File: config.mk
export PLATFORM = sky130hd
export DESIGN_NAME = dsg_glue
export DESIGN_NICKNAME = d
export VERILOG_FILES = /design/src/include/dsg_pkg.sv /design/src/hdl/dsg_glue.sv
export SDC_FILE = /design/constraint.sdc
export NUM_CORES = 1
export LEC_CHECK = 0
export BUFFER_PORTS_ARGS = -buffer_cell sky130_fd_sc_hd__buf_2
export CAP_MARGIN = 10
export CORE_MARGIN = 2
export CORE_UTILIZATION = 48
export DETAILED_ROUTE_END_ITERATION = 8
export PLACE_DENSITY = 0.87
export SETUP_SLACK_MARGIN = 0.02
export SYNTH_ARGS = -nofsm -noshare
export SYNTH_HDL_FRONTEND = slang
export SYNTH_SLANG_ARGS = --single-unit
File: constraint.sdc
create_clock -name clk_i -period 4.8 [get_ports clk_i]
set_clock_uncertainty 0.05 [all_clocks]
set_input_delay 0.96 -clock clk_i [delete_from_list [all_inputs] [get_ports clk_i]]
set_output_delay 0.96 -clock clk_i [all_outputs]
set_load 0.05 [all_outputs]
File: src/include/dsg_pkg.sv
// shared constants and types for the dram strobe glue controller
package dsg_pkg;
	// timing: one clock of clk_i is one half_clock_period
	localparam int CLK_PERIOD_NS = 25;
	localparam int HALF_CLOCK_PERIOD_NS = 25;
	localparam int HALF_CLOCK_CYCLES = (HALF_CLOCK_PERIOD_NS + CLK_PERIOD_NS - 1) / CLK_PERIOD_NS;
	localparam int MEM_CYCLE_NS = 150;
	localparam int MEM_CYCLE_STATES = MEM_CYCLE_NS / HALF_CLOCK_PERIOD_NS;
	localparam int RAS_LOW_PERIODS = 3;
	localparam int AMUX_DELAY_NS = 2;

	// bus widths
	localparam int AD_W = 32;
	localparam int WR_W = 4;
	localparam int BANKS = 2;
	localparam int DRAM_ADDR_W = 9;
	localparam int CNT_W = 8;

	// address field positions
	localparam int SPACE_BIT = 31;
	localparam int BANK_BIT = 20;
	localparam int ROW_LSB = 2;
	localparam int COL_LSB = ROW_LSB + DRAM_ADDR_W;
	localparam int REFRESH_FLAG_BIT = 1;
	localparam int REFRESH_ROW_LSB = 2;
	localparam int REFRESH_ROW_W = 10;

	localparam logic [CNT_W-1:0] CNT_ONE = 8'h01;
	localparam logic [CNT_W-1:0] CNT_MAX = 8'hFF;

	// processor cycle state seen from outside; idle covers T1 and E
	typedef enum logic [2:0] {
		DSG_IDLE,
		DSG_T2,
		DSG_T3,
		DSG_T4,
		DSG_WAIT,
		DSG_T5,
		DSG_T6
	} dsg_state_e;

	typedef struct packed {
		logic ram;
		logic bank;
		logic io;
		logic rom;
		logic refresh;
	} dsg_decode_s;

	typedef struct packed {
		logic addr_latch_strobe_n;
		logic row_strobe_source_n;
		logic col_strobe_source_n;
		logic periph_wait_gen_n;
		logic rom_wait_gen_n;
	} dsg_strobes_s;
endpackage

File: src/hdl/dsg_glue.sv
// external glue: dram strobe derivation, address mux, decoding and wait gating
`timescale 1ns/1ps
`default_nettype none
module dsg_glue
	import dsg_pkg::*;
(
	input wire logic clk_i,
	input wire logic reset_i,
	input wire logic [AD_W-1:0] ad_i,
	input wire dsg_strobes_s strobes_i,
	input wire logic [WR_W-1:0] byte_write_strobes_n_i,
	output logic [BANKS-1:0] dram_ras_n_o,
	output logic [BANKS-1:0] dram_cas_n_o,
	output logic [BANKS-1:0][WR_W-1:0] dram_we_n_o,
	output logic [DRAM_ADDR_W-1:0] dram_addr_o,
	output logic addr_mux_sel_o,
	output logic wait_request_o,
	output dsg_decode_s decode_o,
	output logic [REFRESH_ROW_W-1:0] refresh_row_o,
	output dsg_state_e cycle_state_o,
	output logic [CNT_W-1:0] half_periods_o,
	output logic [CNT_W-1:0] ras_low_periods_o
);
	logic [AD_W-1:0] latch_q;
	logic [AD_W-1:0] latch_d;
	logic [AD_W-1:0] addr_now;
	logic amux_q;
	logic amux_d;
	dsg_decode_s dec;
	dsg_state_e state_q;
	dsg_state_e state_d;
	logic [CNT_W-1:0] half_q;
	logic [CNT_W-1:0] half_d;
	logic [CNT_W-1:0] ras_cnt_q;
	logic [CNT_W-1:0] ras_cnt_d;
	logic [CNT_W-1:0] ras_len_q;
	logic [CNT_W-1:0] ras_len_d;
	logic ras_prev_q;
	logic ras_prev_d;
	logic [BANKS-1:0] ras_n;
	logic [BANKS-1:0] cas_n;
	logic [BANKS-1:0][WR_W-1:0] we_n;
	logic [DRAM_ADDR_W-1:0] row_addr;
	logic [DRAM_ADDR_W-1:0] col_addr;
	logic [DRAM_ADDR_W-1:0] mux_addr;
	logic rom_wait;
	logic io_wait;
	logic wait_req;

	// saturating half-period counter step
	function automatic logic [CNT_W-1:0] sat_inc(input logic [CNT_W-1:0] v);
		sat_inc = (v == CNT_MAX) ? v : v + CNT_ONE;
	endfunction

	function automatic dsg_decode_s decode_addr(input logic [AD_W-1:0] a);
		dsg_decode_s r;
		r.refresh = ~a[REFRESH_FLAG_BIT];
		r.bank = a[BANK_BIT];
		r.ram = a[SPACE_BIT];
		r.io = ~a[SPACE_BIT] & ~a[BANK_BIT] & ~r.refresh;
		// refresh also looks like rom space, so it must not earn a wait
		r.rom = ~a[SPACE_BIT] & a[BANK_BIT] & ~r.refresh;
		decode_addr = r;
	endfunction

	// per-bank hit: ram space and the bank named by the bank bit
	function automatic logic bank_hit(input dsg_decode_s d, input int idx);
		bank_hit = d.ram & (d.bank == idx[0]);
	endfunction

	// address latch: follows the bus until the strobe falls, so decode settles early
	always_comb begin
		latch_d = latch_q;
		if (strobes_i.addr_latch_strobe_n) begin
			latch_d = ad_i;
		end
		addr_now = strobes_i.addr_latch_strobe_n ? ad_i : latch_q;
		dec = decode_addr(addr_now);
	end

	always_ff @(posedge clk_i or posedge reset_i) begin
		if (reset_i) begin
			latch_q <= '0;
		end else begin
			latch_q <= latch_d;
		end
	end

	// one clock of delay is the sync stand-in for the short row hold delay
	always_comb begin
		amux_d = strobes_i.row_strobe_source_n;
	end

	always_ff @(posedge clk_i or posedge reset_i) begin
		if (reset_i) begin
			amux_q <= 1'b1;
		end else begin
			amux_q <= amux_d;
		end
	end

	// row strobe reaches both banks every cycle, so any access refreshes
	always_comb begin
		ras_n = '1;
		cas_n = '1;
		we_n = '1;
		for (int i = 0; i < BANKS; i++) begin
			ras_n[i] = strobes_i.row_strobe_source_n;
			// the column strobe and the write enables are gated by decode
			cas_n[i] = ~(bank_hit(dec, i) & ~strobes_i.col_strobe_source_n);
			we_n[i] = byte_write_strobes_n_i | {WR_W{~bank_hit(dec, i)}};
		end
	end

	// row half from a buffer, column half from the latch
	always_comb begin
		row_addr = addr_now[ROW_LSB +: DRAM_ADDR_W];
		col_addr = latch_q[COL_LSB +: DRAM_ADDR_W];
		mux_addr = amux_q ? row_addr : col_addr;
	end

	// wait generators are high until their programmed fall; only inside a cycle
	always_comb begin
		rom_wait = dec.rom & strobes_i.rom_wait_gen_n;
		io_wait = dec.io & strobes_i.periph_wait_gen_n;
		wait_req = ~strobes_i.addr_latch_strobe_n & (rom_wait | io_wait);
	end

	assign dram_ras_n_o = ras_n;
	assign dram_cas_n_o = cas_n;
	assign dram_we_n_o = we_n;
	assign addr_mux_sel_o = amux_q;
	assign dram_addr_o = mux_addr;
	assign wait_request_o = wait_req;
	assign decode_o = dec;
	assign refresh_row_o = latch_q[REFRESH_ROW_LSB +: REFRESH_ROW_W];

	// cycle tracker keyed on the latch strobe edges
	always_comb begin
		state_d = state_q;
		half_d = sat_inc(half_q);
		case (state_q)
			DSG_IDLE: begin
				half_d = '0;
				if (!strobes_i.addr_latch_strobe_n) begin
					state_d = DSG_T2;
					half_d = CNT_ONE;
				end
			end
			DSG_T2: begin
				state_d = DSG_T3;
			end
			DSG_T3: begin
				state_d = DSG_T4;
			end
			DSG_T4, DSG_WAIT: begin
				state_d = wait_request_o ? DSG_WAIT : DSG_T5;
			end
			DSG_T5: begin
				state_d = strobes_i.addr_latch_strobe_n ? DSG_T6 : DSG_T5;
			end
			DSG_T6: begin
				state_d = DSG_IDLE;
				half_d = '0;
			end
			default: begin
				state_d = DSG_IDLE;
			end
		endcase
	end

	always_ff @(posedge clk_i or posedge reset_i) begin
		if (reset_i) begin
			state_q <= DSG_IDLE;
			half_q <= '0;
		end else begin
			state_q <= state_d;
			half_q <= half_d;
		end
	end

	// measured row strobe low time, latched at its rising edge
	always_comb begin
		ras_prev_d = strobes_i.row_strobe_source_n;
		ras_cnt_d = ras_cnt_q;
		ras_len_d = ras_len_q;
		if (!strobes_i.row_strobe_source_n) begin
			ras_cnt_d = ras_prev_q ? CNT_ONE : sat_inc(ras_cnt_q);
		end else if (!ras_prev_q) begin
			ras_len_d = ras_cnt_q;
		end
	end

	always_ff @(posedge clk_i or posedge reset_i) begin
		if (reset_i) begin
			ras_prev_q <= 1'b1;
			ras_cnt_q <= '0;
			ras_len_q <= '0;
		end else begin
			ras_prev_q <= ras_prev_d;
			ras_cnt_q <= ras_cnt_d;
			ras_len_q <= ras_len_d;
		end
	end

	assign cycle_state_o = state_q;
	assign half_periods_o = half_q;
	assign ras_low_periods_o = ras_len_q;
endmodule
`default_nettype wire

==> metrics.cfg <==
[status]
status = finished, final reports clean

[logic_synthesis]
yosysWarnings = 0
synth_most_common_cell = dfrtp_1
post-synth-top-area-cell = dfrtp_1
syn_avg_cell_area_sq_um = 10.4
yosysUniqueCellTypes = 40
syn-cell-area_sq_um = 2500
synth_top_area_share_pct = 48.0
syn-num-nets = 285
synth-main-ff-cell = dfrtp_1
synth.area.top_cells = dfrtp_1 (48%), mux2_2 (13%), nand2_1 (5.0%), buf_4 (4.8%), or3_1 (3.5%)
async_reset_ff_share_pct = 100
synthTopCellsByCount = dfrtp_1 (48), nand2_1 (33), mux2_2 (29), buf_4 (16), or3_1 (14)
ys_seq_area_share_pct = 49.1
syn_inst = 240
ys_seq_elements = 49
synth-edff-count = 0

[worst_setup_path]
startpoint_type = input port
path_cells = buf_2, mux2i_1, inv_1, or3_1, buf_2
path_common_cell = buf_2
worst-endpoint-arrival_ps = 2660
cp-end-kind = output pin
regToRegSetupSlack_ps = 2880
path_buf_inv = 3
path_class = input port to output pin
cpMaxStageDelayCell = buf_2
cp.required_ps = 3790
cp_max_fo = 28
max_stage_delay_ps = 460
critPathTopFamily = buffers and inverters

[floorplan]
die_x_um = 76.2
dieArea_sq_um = 5800
die_h_um = 76.2
initial_core_util_pct = 49.3
core_area_sq_um = 5070
ioPinCount = 100
num_rows = 26

[clock_network]
cts_tree = built
cts_root_buf = clkbuf_8
cts.path.max_buffers = 2
cts_resized = 0
path_clk_slew_ps = 80
holdBufCountCts = 0
post-cts-setup-buffers = 0
clk_latency_ps = 290
ctsHtreeMaxLevel = 2
clock_sinks = 49
numCtsBuffers = 5

[pwr]
pwr_density_cell_nw_per_um2 = 440
p_clk_share_pct = 17.8
p_total_mw = 1.29
internal_power_uw = 722
switching_share_pct = 44.1
p_comb_share_pct = 39.2
p_leak_nw = 1.43
p_switching_uw = 571
ir_drop_uv = 252
seqPwrFrac_pct = 43.0

[detailed_routing]
wl_per_cell_um = 13.3
drc = 0
drtIter0Drc = 68
antenna_left = 0
firstDrtPassIters = 4
vias = 2005
vias_per_cell = 5.26
drt_wl_total_mm = 5.06

[place]
post_dp_cell_area_sq_um = 2860
dp_hpwl_mm = 3.72
place_congestion = 0.812
io_buffers = 88

[timing]
fin_crit_ps = 3670
maxSlewViolCount = 0
worst_pin_slew_ps = 994
finalHoldViolations = 0
final.setup.tns_ps = 0
rsz0062_at_grt = no
slew_headroom_pct = 33.6
hold_ws_ps = 428
finalSetupViolCount = 0
max_freq_ghz = 0.272
period_share_pct = 76.5

[global_routing]
antenna_found_initial = 0
overflow = 0
grt_pass1_vias = 1964
grt_usage_pct = 18.0
grt_max_degree = 50
grt_pass1_wl_mm = 8.66

[job]
drv_cap = 0

[final_layout]
areaGrowthSynthToFinish_pct = 17.4
drive_above_1_share_pct = 41.2
antennaDiodeCount = 0
final_cell_area_sq_um = 2940
nets = 355

[hold_path]
hold_class = register to register

[layout by cell type, fill, tap and decap left out, types with 2 or more instances in the layout]
cell / count
nand2b_1: 3
o31ai_1: 4
and2b_1: 2
and2_1: 2
nand3_1: 4
or4_1: 2
nor2b_1: 2
clkbuf_8: 5
nor3_1: 5
o21ai_0: 12
ha_1: 2
o21ai_1: 2
dfrtp_1: 48
o22a_1: 2
nand2_1: 33
buf_2: 88
o211ai_1: 2
a21oi_1: 11
nor2_1: 6
mux2i_1: 2
nand4_1: 3
mux2_2: 29
clkbuf_1: 3
inv_1: 10
or3_1: 14
[tightest hold or removal path: stages (launching register included)]
cell and delay, ps:
dfrtp_1 340, nand2_1 50, nand2_1 60
[path summary, 6_finish.rpt]
path | start | endpoint | cells after the start
min | ras_low_periods_o[0] | ras_low_periods_o[0] | 2
max | strobes_i[4] | dram_we_n_o[2] | 5
min in group asynchronous | reset_i | ras_low_periods_o[6] | 2
min reg2reg | ras_low_periods_o[0] | ras_low_periods_o[0] | 2
max in group asynchronous | reset_i | ras_cnt_q[0] | 2
max reg2reg | ras_cnt_q[0] | ras_cnt_q[2] | 5
[stage by stage]
| stage | util [%] | cells | setup WS [ps] |
|---|---|---|---|
| global route | 57.8 | 381 | 925 |
| CTS | 57.8 | 381 | 1120 |
| finish | 57.8 | 381 | 1130 |
| detailed placement | 56.3 | 373 | 1120 |
| floorplan | - | 240 | 1420 |
| global placement | 56.3 | 373 | 1150 |
[power by group through the flow]
stage,clock [mW],sequential [mW],combinational [mW]
6_report,0.230,0.556,0.507
4_1_cts,0.237,0.555,0.510
2_1_floorplan,0,0.660,0.307
5_1_grt,0.252,0.570,0.546
3_3_place_gp,0,0.558,0.497
3_5_place_dp,0,0.563,0.509
[final cells by class]
| type | count | area, sq um |
|---|---|---|
| Multi-Input combinational cell | 155 | 1060 |
| Fill cell | 455 | 2140 |
| Timing Repair Buffer | 88 | 440 |
| Inverter | 11 | 41.3 |
| Clock buffer | 8 | 80.1 |
| Tap cell | 70 | 87.6 |
| Sequential cell | 49 | 1230 |
[kinds of logic after synthesis]
family | Yosys count | synth area share [%]
buffers and inverters | 36 | 8.60
AOI/OAI and AO/OA | 40 | 10.7
xor gates and xnor gates | 1 | 0.350
DFF | 49 | 49.1
and+or+nand+nor | 81 | 16.4
muxes | 31 | 13.9
adders and majority gates | 2 | 1.00
[routing by layer]
metal  track usage, %  vias to the layer above  part of all wire (%)
li1                 -                      967                     -
met1             21.2                      989                    41
met2             33.2                       43                    53
met3             3.79                        6                   4.3
met4             5.27                        0                  0.91
met5                0                        -                     0
[flip-flops by register name (all words and copies together) (netlist names)]
| name | flops |
|---|---|
| cycle_state_o | 3 |
| half_periods_o | 8 |
| latch_q | 21 |
| ras_cnt_q | 8 |
| ras_low_periods_o | 8 |
| ras_prev_q | 1 |
Power figures use the tool's default switching activity.
